### src/core/atc_defines.svh
// Register offsets, field positions, reset values and prescaler taps of the timer 0 control block
`ifndef ATC_DEFINES_SVH
`define ATC_DEFINES_SVH

// ----------------------------------------------------------------
// Register word indexes (byte address = index * 4)
// ----------------------------------------------------------------
`define ATC_IDX_ASYNC_STATUS     6'h00
`define ATC_IDX_IRQ_MASK         6'h01
`define ATC_IDX_IRQ_FLAGS        6'h02
`define ATC_IDX_GEN_CTRL         6'h03
`define ATC_IDX_COUNTER          6'h04
`define ATC_IDX_COMPARE_A        6'h05
`define ATC_IDX_CONTROL_A        6'h06
`define ATC_IDX_CONTROL_B        6'h07
`define ATC_IDX_LIMIT            6'h08

// ----------------------------------------------------------------
// Field positions
// ----------------------------------------------------------------
`define ATC_B_EXT_CLK_EN         6
`define ATC_B_ASYNC_SEL          5
`define ATC_B_SYNC_HOLD          7
`define ATC_B_PRESCALER_RESET_REQUEST               1
`define ATC_B_OTHER_PRESCALER_RESET_REQUEST               0
`define ATC_B_CMP_A              1
`define ATC_B_OVF                0
`define ATC_CTRL_A_MASK          8'hC3
`define ATC_CTRL_B_CS_W          3

// ----------------------------------------------------------------
// Reset values, bus answers and counter limits
// ----------------------------------------------------------------
`define ATC_RST_BYTE             8'h00
`define ATC_RESP_OKAY            2'h0
`define ATC_RESP_SLVERR          2'h2
`define ATC_CNT_MAX              8'hFF
`define ATC_CNT_BOTTOM           8'h00
`define ATC_CNT_ONE              8'h01

// ----------------------------------------------------------------
// Prescaler tap masks: a tap fires when all masked bits are one
// ----------------------------------------------------------------
`define ATC_PS_DIV1              10'h000
`define ATC_PS_DIV8              10'h007
`define ATC_PS_DIV32             10'h01F
`define ATC_PS_DIV64             10'h03F
`define ATC_PS_DIV128            10'h07F
`define ATC_PS_DIV256            10'h0FF
`define ATC_PS_DIV1024           10'h3FF

`endif

### src/core/atc_pkg.sv
// Types shared by the timer 0 control block and its helpers
package atc_pkg;

	// Bus state machine, one-hot
	typedef enum logic [3:0] {
		ST_IDLE = 4'h1,
		ST_RACC = 4'h2,
		ST_WRSP = 4'h4,
		ST_RRSP = 4'h8
	} atc_bus_e;

	// Waveform generation modes
	typedef enum logic [1:0] {
		WGM_NORMAL = 2'h0,
		WGM_PCPWM  = 2'h1,
		WGM_CTC    = 2'h2,
		WGM_FAST   = 2'h3
	} atc_wgm_e;

	typedef struct packed {
		atc_bus_e   state;
		logic       awready;
		logic       wready;
		logic       arready;
		logic       bvalid;
		logic       rvalid;
		logic [1:0] bresp;
		logic [1:0] rresp;
		logic [7:0] rdata;
		logic       aw_got;
		logic       w_got;
		logic [5:0] waddr;
		logic [7:0] wdata;
		logic       wstrb0;
		logic       ext_en;
		logic       async_sel;
		logic       cnt_busy;
		logic       cmp_busy;
		logic       ctla_busy;
		logic       ctlb_busy;
		logic       cmp_ie;
		logic       ovf_ie;
		logic       cmp_flag;
		logic       ovf_flag;
		logic       sync_hold_mode;
		logic       prescaler_reset_request;
		logic       other_prescaler_reset_request;
		logic [7:0] cnt;
		logic [7:0] cmp;
		logic [7:0] ctla;
		logic [2:0] ctlb;
		logic [7:0] cnt_tmp;
		logic [7:0] cmp_tmp;
		logic [7:0] ctla_tmp;
		logic [2:0] ctlb_tmp;
		logic       down;
		logic       block;
		logic       ext_buf;
		logic       osc_run;
		logic       cmp_irq;
		logic       ovf_irq;
	} atc_state_s;

	typedef struct packed {
		logic meta;
		logic sync;
		logic prev;
	} atc_sync_s;

	typedef struct packed {
		logic [9:0] cnt;
	} atc_pre_s;

endpackage : atc_pkg

### src/core/atc_edge_sync.sv
// Two-stage synchroniser with rising-edge detector for the asynchronous timer clock
module atc_edge_sync (
	// Clock and reset
	input  wire logic i_clk,
	input  wire logic i_nrst,
	// Sampled clock source
	input  wire logic i_pin,
	// Rising edge, one cycle
	output logic      o_rise
);
	atc_pkg::atc_sync_s s_r;
	atc_pkg::atc_sync_s s_nxt;

	always_comb
	begin
		s_nxt.meta = i_pin;
		s_nxt.sync = s_r.meta;
		s_nxt.prev = s_r.sync;
	end

	always_ff @(posedge i_clk or negedge i_nrst)
	begin
		if (!i_nrst)
			s_r <= '0;
		else
			s_r <= s_nxt;
	end

	assign o_rise = s_r.sync & ~s_r.prev;
endmodule : atc_edge_sync

### src/core/atc_prescaler.sv
// Ten-bit timer prescaler with reset and clock-select taps
`include "atc_defines.svh"
module atc_prescaler (
	// Clock and reset
	input  wire logic       i_clk,
	input  wire logic       i_nrst,
	// Source tick, reset hold and tap select
	input  wire logic       i_tick,
	input  wire logic       i_clear,
	input  wire logic [2:0] i_sel,
	// Timer tick
	output logic            o_tick
);
	atc_pkg::atc_pre_s s_r;
	atc_pkg::atc_pre_s s_nxt;
	logic [9:0]        mask;

	always_comb
	begin
		case (i_sel)
			3'h1: mask = `ATC_PS_DIV1;
			3'h2: mask = `ATC_PS_DIV8;
			3'h3: mask = `ATC_PS_DIV32;
			3'h4: mask = `ATC_PS_DIV64;
			3'h5: mask = `ATC_PS_DIV128;
			3'h6: mask = `ATC_PS_DIV256;
			default: mask = `ATC_PS_DIV1024;
		endcase
		s_nxt = s_r;
		if (i_clear)
			s_nxt.cnt = '0;
		else if (i_tick)
			s_nxt.cnt = s_r.cnt + 10'h001;
	end

	always_ff @(posedge i_clk or negedge i_nrst)
	begin
		if (!i_nrst)
			s_r <= '0;
		else
			s_r <= s_nxt;
	end

	// Stopped when no source is selected or while held in reset
	assign o_tick = i_tick & ~i_clear & (i_sel != 3'h0) & ((s_r.cnt & mask) == mask);
endmodule : atc_prescaler

### src/core/atc_timer0_ctrl.sv
// Timer 0 control: clock selection, update-busy handshakes, interrupt flags, prescaler reset, AXI4-Lite registers
//
// The AXI4-Lite register port and the register offsets were decided locally.
`include "atc_defines.svh"
module atc_timer0_ctrl (
	// Clock and reset
	input  wire logic        i_clk,
	input  wire logic        i_nrst,
	// AXI4-Lite write channels
	input  wire logic [7:0]  i_awaddr,
	input  wire logic        i_awvalid,
	output logic             o_awready,
	input  wire logic [31:0] i_wdata,
	input  wire logic [3:0]  i_wstrb,
	input  wire logic        i_wvalid,
	output logic             o_wready,
	output logic [1:0]       o_bresp,
	output logic             o_bvalid,
	input  wire logic        i_bready,
	// AXI4-Lite read channels
	input  wire logic [7:0]  i_araddr,
	input  wire logic        i_arvalid,
	output logic             o_arready,
	output logic [31:0]      o_rdata,
	output logic [1:0]       o_rresp,
	output logic             o_rvalid,
	input  wire logic        i_rready,
	// Clock sources and system clock status
	input  wire logic        i_lf_crystal_clk,
	input  wire logic        i_oscillator_input_pin,
	input  wire logic        i_sysclk_internal_osc,
	// CPU interrupt side
	input  wire logic        i_global_irq_en,
	input  wire logic        i_cmp_vector_ack,
	input  wire logic        i_ovf_vector_ack,
	// Clock control and timer status
	output logic             o_ext_clk_buf_en,
	output logic             o_lf_osc_run,
	output logic             o_timer_async,
	output logic [7:0]       o_counter_value,
	output logic             o_other_prescaler_reset,
	// Interrupt requests
	output logic             o_cmp_irq,
	output logic             o_ovf_irq
);
	atc_pkg::atc_state_s s;
	atc_pkg::atc_state_s n;
	logic                aw_hs;
	logic                w_hs;
	logic                wr_en;
	logic [7:0]          d;
	logic                async_edge;
	logic                src_tick;
	logic                tmr_tick;
	logic                cmp_set;
	logic                ovf_set;
	logic [5:0]          ridx;

	// ----------------------------------------------------------------
	// Clock source synchroniser and prescaler
	// ----------------------------------------------------------------
	atc_edge_sync u_sync (
		.i_clk  (i_clk),
		.i_nrst (i_nrst),
		.i_pin  (s.ext_en ? i_oscillator_input_pin : i_lf_crystal_clk),
		.o_rise (async_edge)
	);

	assign src_tick = s.async_sel ? async_edge : 1'b1;

	atc_prescaler u_pre (
		.i_clk   (i_clk),
		.i_nrst  (i_nrst),
		.i_tick  (src_tick),
		.i_clear (s.prescaler_reset_request),
		.i_sel   (s.ctlb),
		.o_tick  (tmr_tick)
	);

	// ----------------------------------------------------------------
	// Read data
	// ----------------------------------------------------------------
	function automatic logic [7:0] rd_mux(input atc_pkg::atc_state_s st, input logic [5:0] idx);
		case (idx)
			`ATC_IDX_ASYNC_STATUS: rd_mux = {1'b0, st.ext_en, st.async_sel, st.cnt_busy, st.cmp_busy,
				1'b0, st.ctla_busy, st.ctlb_busy};
			`ATC_IDX_IRQ_MASK:     rd_mux = {6'h00, st.cmp_ie, st.ovf_ie};
			`ATC_IDX_IRQ_FLAGS:    rd_mux = {6'h00, st.cmp_flag, st.ovf_flag};
			`ATC_IDX_GEN_CTRL:     rd_mux = {st.sync_hold_mode, 5'h00, st.prescaler_reset_request, st.other_prescaler_reset_request};
			`ATC_IDX_COUNTER:      rd_mux = st.cnt;
			`ATC_IDX_COMPARE_A:    rd_mux = st.cmp_tmp;
			`ATC_IDX_CONTROL_A:    rd_mux = st.ctla_tmp;
			`ATC_IDX_CONTROL_B:    rd_mux = {5'h00, st.ctlb_tmp};
			default:               rd_mux = `ATC_RST_BYTE;
		endcase
	endfunction : rd_mux

	// ----------------------------------------------------------------
	// Next state
	// ----------------------------------------------------------------
	always_comb
	begin
		n = s;
		wr_en = 1'b0;
		cmp_set = 1'b0;
		ovf_set = 1'b0;
		aw_hs = i_awvalid & s.awready;
		w_hs = i_wvalid & s.wready;
		ridx = i_araddr[7:2];
		// Bus handshakes
		case (s.state)
			atc_pkg::ST_IDLE:
			begin
				if (aw_hs)
				begin
					n.aw_got = 1'b1;
					n.waddr = i_awaddr[7:2];
				end
				if (w_hs)
				begin
					n.w_got = 1'b1;
					n.wdata = i_wdata[7:0];
					n.wstrb0 = i_wstrb[0];
				end
				if (n.aw_got && n.w_got)
				begin
					wr_en = n.wstrb0 && (n.waddr < `ATC_IDX_LIMIT);
					n.aw_got = 1'b0;
					n.w_got = 1'b0;
					n.bvalid = 1'b1;
					n.bresp = (n.waddr < `ATC_IDX_LIMIT) ? `ATC_RESP_OKAY : `ATC_RESP_SLVERR;
					n.state = atc_pkg::ST_WRSP;
				end
				else if (!n.aw_got && !n.w_got && !i_awvalid && !i_wvalid && i_arvalid)
					n.state = atc_pkg::ST_RACC;
			end
			atc_pkg::ST_RACC:
			begin
				if (i_arvalid && s.arready)
				begin
					n.rdata = rd_mux(s, ridx);
					n.rresp = (ridx < `ATC_IDX_LIMIT) ? `ATC_RESP_OKAY : `ATC_RESP_SLVERR;
					n.rvalid = 1'b1;
					n.state = atc_pkg::ST_RRSP;
				end
			end
			atc_pkg::ST_WRSP:
			begin
				if (i_bready)
				begin
					n.bvalid = 1'b0;
					n.state = atc_pkg::ST_IDLE;
				end
			end
			atc_pkg::ST_RRSP:
			begin
				if (i_rready)
				begin
					n.rvalid = 1'b0;
					n.state = atc_pkg::ST_IDLE;
				end
			end
			default:
				n.state = atc_pkg::ST_IDLE;
		endcase
		n.awready = (n.state == atc_pkg::ST_IDLE) && !n.aw_got;
		n.wready = (n.state == atc_pkg::ST_IDLE) && !n.w_got;
		n.arready = (n.state == atc_pkg::ST_RACC);
		d = n.wdata;

		// Counting on each timer tick
		if (tmr_tick)
		begin
			cmp_set = !s.block && (s.cnt == s.cmp);
			n.block = 1'b0;
			case (atc_pkg::atc_wgm_e'(s.ctla[1:0]))
				atc_pkg::WGM_PCPWM:
				begin
					if (!s.down)
					begin
						n.cnt = s.cnt + `ATC_CNT_ONE;
						n.down = (s.cnt == `ATC_CNT_MAX) ? 1'b1 : 1'b0;
						if (s.cnt == `ATC_CNT_MAX)
							n.cnt = s.cnt - `ATC_CNT_ONE;
					end
					else if (s.cnt == `ATC_CNT_BOTTOM)
					begin
						n.down = 1'b0;
						n.cnt = `ATC_CNT_ONE;
						ovf_set = 1'b1;
					end
					else
						n.cnt = s.cnt - `ATC_CNT_ONE;
				end
				atc_pkg::WGM_CTC:
				begin
					n.cnt = (s.cnt == s.cmp) ? `ATC_CNT_BOTTOM : s.cnt + `ATC_CNT_ONE;
					ovf_set = (s.cnt == `ATC_CNT_MAX);
				end
				default:
				begin
					n.cnt = s.cnt + `ATC_CNT_ONE;
					ovf_set = (s.cnt == `ATC_CNT_MAX);
				end
			endcase
		end

		// Load of pending values on a synchronised timer clock edge
		if (s.async_sel && async_edge)
		begin
			if (s.cnt_busy)
			begin
				n.cnt = s.cnt_tmp;
				n.block = 1'b1;
			end
			if (s.cmp_busy)
				n.cmp = s.cmp_tmp;
			if (s.ctla_busy)
				n.ctla = s.ctla_tmp;
			if (s.ctlb_busy)
				n.ctlb = s.ctlb_tmp;
			n.cnt_busy = 1'b0;
			n.cmp_busy = 1'b0;
			n.ctla_busy = 1'b0;
			n.ctlb_busy = 1'b0;
		end

		// Hardware clear of prescaler reset requests
		if (!s.sync_hold_mode)
		begin
			if (!s.async_sel || async_edge)
				n.prescaler_reset_request = 1'b0;
			n.other_prescaler_reset_request = 1'b0;
		end

		// Flag clear by vector; set wins below
		if (i_cmp_vector_ack)
			n.cmp_flag = 1'b0;
		if (i_ovf_vector_ack)
			n.ovf_flag = 1'b0;

		// Software writes
		if (wr_en)
		begin
			case (n.waddr)
				`ATC_IDX_ASYNC_STATUS:
				begin
					n.ext_en = d[`ATC_B_EXT_CLK_EN];
					n.async_sel = d[`ATC_B_ASYNC_SEL] & i_sysclk_internal_osc;
				end
				`ATC_IDX_IRQ_MASK:
				begin
					n.cmp_ie = d[`ATC_B_CMP_A];
					n.ovf_ie = d[`ATC_B_OVF];
				end
				`ATC_IDX_IRQ_FLAGS:
				begin
					if (d[`ATC_B_CMP_A])
						n.cmp_flag = 1'b0;
					if (d[`ATC_B_OVF])
						n.ovf_flag = 1'b0;
				end
				`ATC_IDX_GEN_CTRL:
				begin
					n.sync_hold_mode = d[`ATC_B_SYNC_HOLD];
					n.prescaler_reset_request = d[`ATC_B_PRESCALER_RESET_REQUEST];
					n.other_prescaler_reset_request = d[`ATC_B_OTHER_PRESCALER_RESET_REQUEST];
				end
				`ATC_IDX_COUNTER:
				begin
					n.cnt_tmp = d;
					if (s.async_sel)
						n.cnt_busy = 1'b1;
					else
					begin
						n.cnt = d;
						n.block = 1'b1;
					end
				end
				`ATC_IDX_COMPARE_A:
				begin
					n.cmp_tmp = d;
					if (s.async_sel)
						n.cmp_busy = 1'b1;
					else
						n.cmp = d;
				end
				`ATC_IDX_CONTROL_A:
				begin
					n.ctla_tmp = d & `ATC_CTRL_A_MASK;
					if (s.async_sel)
						n.ctla_busy = 1'b1;
					else
						n.ctla = d & `ATC_CTRL_A_MASK;
				end
				`ATC_IDX_CONTROL_B:
				begin
					n.ctlb_tmp = d[`ATC_CTRL_B_CS_W-1:0];
					if (s.async_sel)
						n.ctlb_busy = 1'b1;
					else
						n.ctlb = d[`ATC_CTRL_B_CS_W-1:0];
				end
				default:
					n.ctlb_tmp = s.ctlb_tmp;
			endcase
		end

		// Hardware events win over any clear in the same cycle
		if (cmp_set)
			n.cmp_flag = 1'b1;
		if (ovf_set)
			n.ovf_flag = 1'b1;

		n.cmp_irq = s.cmp_ie & i_global_irq_en & s.cmp_flag;
		n.ovf_irq = s.ovf_ie & i_global_irq_en & s.ovf_flag;
		n.ext_buf = n.ext_en & n.async_sel;
		n.osc_run = ~n.ext_en & n.async_sel;
	end

	always_ff @(posedge i_clk or negedge i_nrst)
	begin
		if (!i_nrst)
		begin
			s <= '0;
			s.state <= atc_pkg::ST_IDLE;
		end
		else
			s <= n;
	end

	// ----------------------------------------------------------------
	// Outputs
	// ----------------------------------------------------------------
	assign o_awready = s.awready;
	assign o_wready = s.wready;
	assign o_bresp = s.bresp;
	assign o_bvalid = s.bvalid;
	assign o_arready = s.arready;
	assign o_rdata = {24'h00_0000, s.rdata};
	assign o_rresp = s.rresp;
	assign o_rvalid = s.rvalid;
	assign o_ext_clk_buf_en = s.ext_buf;
	assign o_lf_osc_run = s.osc_run;
	assign o_timer_async = s.async_sel;
	assign o_counter_value = s.cnt;
	assign o_other_prescaler_reset = s.other_prescaler_reset_request;
	assign o_cmp_irq = s.cmp_irq;
	assign o_ovf_irq = s.ovf_irq;

	logic wr_stat;
	logic wr_gen;
	assign wr_stat = wr_en && (n.waddr == `ATC_IDX_ASYNC_STATUS);
	assign wr_gen = wr_en && (n.waddr == `ATC_IDX_GEN_CTRL);
endmodule : atc_timer0_ctrl

### config.mk
export PLATFORM = sky130hd
export DESIGN_NAME = atc_timer0_ctrl
export DESIGN_NICKNAME = d
export VERILOG_FILES = /design/src/core/atc_pkg.sv /design/src/core/atc_edge_sync.sv /design/src/core/atc_prescaler.sv /design/src/core/atc_timer0_ctrl.sv
export VERILOG_INCLUDE_DIRS = /design/src /design/src/core
export SDC_FILE = /design/constraint.sdc
export NUM_CORES = 1
export LEC_CHECK = 0
export ABC_AREA = 1
export BUFFER_PORTS_ARGS = -buffer_cell sky130_fd_sc_hd__buf_2
export CAP_MARGIN = 20
export CORE_MARGIN = 4
export CORE_UTILIZATION = 60
export CTS_CLUSTER_DIAMETER = 50
export DETAILED_ROUTE_END_ITERATION = 16
export HOLD_SLACK_MARGIN = 0.08
export PLACE_DENSITY = 0.86
export SYNTH_ARGS = -nofsm -noshare
export SYNTH_HDL_FRONTEND = slang
export SYNTH_SLANG_ARGS = --single-unit
### constraint.sdc
create_clock -name i_clk -period 4.2 [get_ports i_clk]
set_clock_uncertainty 0.2 [all_clocks]
set_input_delay 0.42 -clock i_clk [delete_from_list [all_inputs] [get_ports i_clk]]
set_output_delay 0.42 -clock i_clk [all_outputs]
set_load 0.1 [all_outputs]
==> results.yml <==
status:
  run_status: "finished, final reports clean"
routing:
  viasPerCell: 5.42
  wl_mm: 14.8
  drtIter0Drc: 425
  ant_nets: 0
  wl_per_cell_um: 14.7
  first_pass_iters: 5
  drc: 0
  routed-via-count: 5452
layout:
  final_cells: 1005
  synthToLayoutAreaGrowth_pct: 7.59
  final_area_sq_um: 6700
  nets: 937
  drive_gt1_share_pct: 13.0
  fill_cells: 836
  final_common_cell: "nand2_1"
  n_antenna_cell: 0
  final_cell_mix: "nand2_1, inv_1, dfrtp_1"
critical_path:
  reg2reg_from: "o_timer_async"
  crit_fanout: 14
  startpoint: "o_timer_async"
  critPathMostFrequentCell: "nand2_1"
  crit_type: "reg -> reg"
  worst-r2r-cell-count: 11
  cpPeakStageDelay_ps: 570
  cp.arrival_ps: 2880
  path_cells: "nand2_1, inv_1, nor2_1, o21ai_0, nor2_1, nand2_1, inv_1, nand3_1, nand2_1, nand2_1, nand2_1"
  endpoint_kind: "flip-flop"
  cpMaxStageDelayCell: "dfrtp_1"
  worst_ep_required_time_ps: 4320
  critPathLaunchType: "flip-flop"
sta:
  max_freq_mhz: 362
  min_period_ps: 2760
  setup_viol: 0
  fin_setup_tns_ps: 0
  drv_slew: 0
  worstMarginPinSlew_ps: 953
  fin_ws_ps: 1440
  max_slew_margin_pct: 36.0
  final_hold_viol_count: 0
  period_share_pct: 65.8
  rsz0062_at_grt: "no"
yosys:
  synth_compound_area_share_pct: 13.3
  synthArstFlopShare_pct: 100
  synthAdderAreaFrac_pct: 1.00
  yosys-mux-area-fraction_pct: 0.864
  synth_top_family_by_area: "simple AND/OR/NAND/NOR gates"
  syn_area_sq_um: 6230
  synth_xor_area_share_pct: 1.97
  yosysUniqueCellTypes: 42
  syn-instance-count: 820
  synth_flop_cell: "dfrtp_1"
  synth-simple-area-share_pct: 24.1
  ys_top_cells_by_area: "dfrtp_1, nand2_1, inv_1, buf_4, o21ai_0"
  netlist.top_cell.by_area: "dfrtp_1"
  ys_warn_count: 0
  syn_avg_cell_area_sq_um: 7.60
  synth_edf_count: 0
  synth_top_area_share_pct: 44.6
  seq_area_frac_synth_pct: 45.0
  ys_ff_latch: 112
hold_path:
  min_path_cells: 3
  hp-start: "i_araddr[5]"
  hold_class: "in -> reg"
clocking:
  cts_tree: "done"
  cts_sinks: 112
  postCtsResizedCells: 0
  clk_path_buf_depth: 2
  cts_setup_buffers: 0
  path_clk_slew_ps: 110
  root_buffer: "clkbuf_8"
  htreeDepth: 3
  numCtsBuffers: 9
  cts.hold.buffers_added: 6
  clkLatencyLatePin_ps: 380
die:
  core_sq_um: 9950
  die_w_um: 110
  start_util_pct: 62.6
  ios: 120
  die_area_sq_um: 12100
  die_h_um: 110
  rows: 36
grt:
  grt_pass1_wl_mm: 24.0
  antenna_found_initial: 0
  grt_pass1_vias: 5042
  grt_usage_pct: 25.7
  grt_max_degree: 113
  grt-ovfl-total: 0
placement:
  gp_congestion: 0.896
  hpwl_mm: 10.9
  place_inst: 983
  place_area_sq_um: 6420
  place_ws_ps: 1480
  placement.io_buffers: 62
power_and_ir_drop:
  power_per_cell_area_nw_per_um2: 528
  vdd_drop_max_v: 0.000528
  total_leakage_power_uw: 0.00354
job:
  cap_violations: 0
where the power goes:
part	internal (uW)	switching (uW)
combinational	327	1150
clock	305	380
sequential	1250	134
worst max-delay path: cells and delay by family (launching register included):
kind                   cells  cell delay (ps)
buffers and inverters      2              430
and+or+nand+nor            8             1370
DFF                        1              570
AOI/OAI and AO/OA          1              130
sequential cells by signal, indices dropped and copies added, names as in the netlist, 2 cells and up:
signal,cells
o_rdata,8
u_sync.s_nxt,2
s,70
u_pre.s_r,10
o_counter_value,8
cell type report:
| cell class | instances | area [sq um] | share of cell area, % |
|---|---|---|---|
| Clock buffer | 10 | 138 | 2.05 |
| Inverter | 122 | 458 | 6.83 |
| Timing Repair Buffer | 69 | 393 | 5.86 |
| Multi-Input combinational cell | 553 | 2660 | 39.7 |
| Tap cell | 133 | 166 | 2.48 |
| Clock inverter | 6 | 81.3 | 1.21 |
| Sequential cell | 112 | 2800 | 41.8 |
cells by family (layout without fill, tap and decap cells):
kind of cell               Yosys count  in the layout
other                                1             26
xor gates and xnor gates            14             14
adders and majority gates            5              5
DFF                                112            112
buffers and inverters              180            207
muxes                                5              5
AOI/OAI and AO/OA                  148            148
and+or+nand+nor                    355            355
Yosys cell counts (5+ instances only):
master     n
o21ai_1   37
o21ai_0   54
nor2_2     5
buf_2     12
a21oi_1   23
nand3_1   32
inv_2      8
nor2_1    45
o21ai_2    5
xor2_1    10
nor3_1    12
buf_4     44
inv_1    114
dfrtp_1  111
o22ai_1   10
ha_1       5
nand2_1  237
nand4_1   11
metrics by stage:
| step | hold WS (ps) | util (%) | power, uW |
|---|---|---|---|
| 2_1_floorplan | -75.6 | - | 2570 |
| 3_3_place_gp | 134 | 64.5 | 2820 |
| 3_5_place_dp | 154 | 64.5 | 2850 |
| 4_1_cts | 103 | 67.3 | 3540 |
| 5_1_grt | 136 | 67.3 | 3750 |
| 6_report | 113 | 67.3 | 3540 |
metal layers:
layer  track usage [%]  part of all wire, %
met4              9.35                  3.0
met3              4.46                  7.2
met2              40.9                   49
met5                 0                    0
met1              35.3                   41
final timing paths:
check | slack, ps | to
min in group asynchronous | 410 | u_pre.s_r[0]
min | 110 | o_rresp[1]
max reg2reg | 1440 | o_counter_value[1]
max | 1440 | o_counter_value[1]
max in group asynchronous | 2900 | o_counter_value[5]
min reg2reg | 180 | u_sync.s_nxt[0]
No activity file was read; power rests on OpenSTA's default activity.
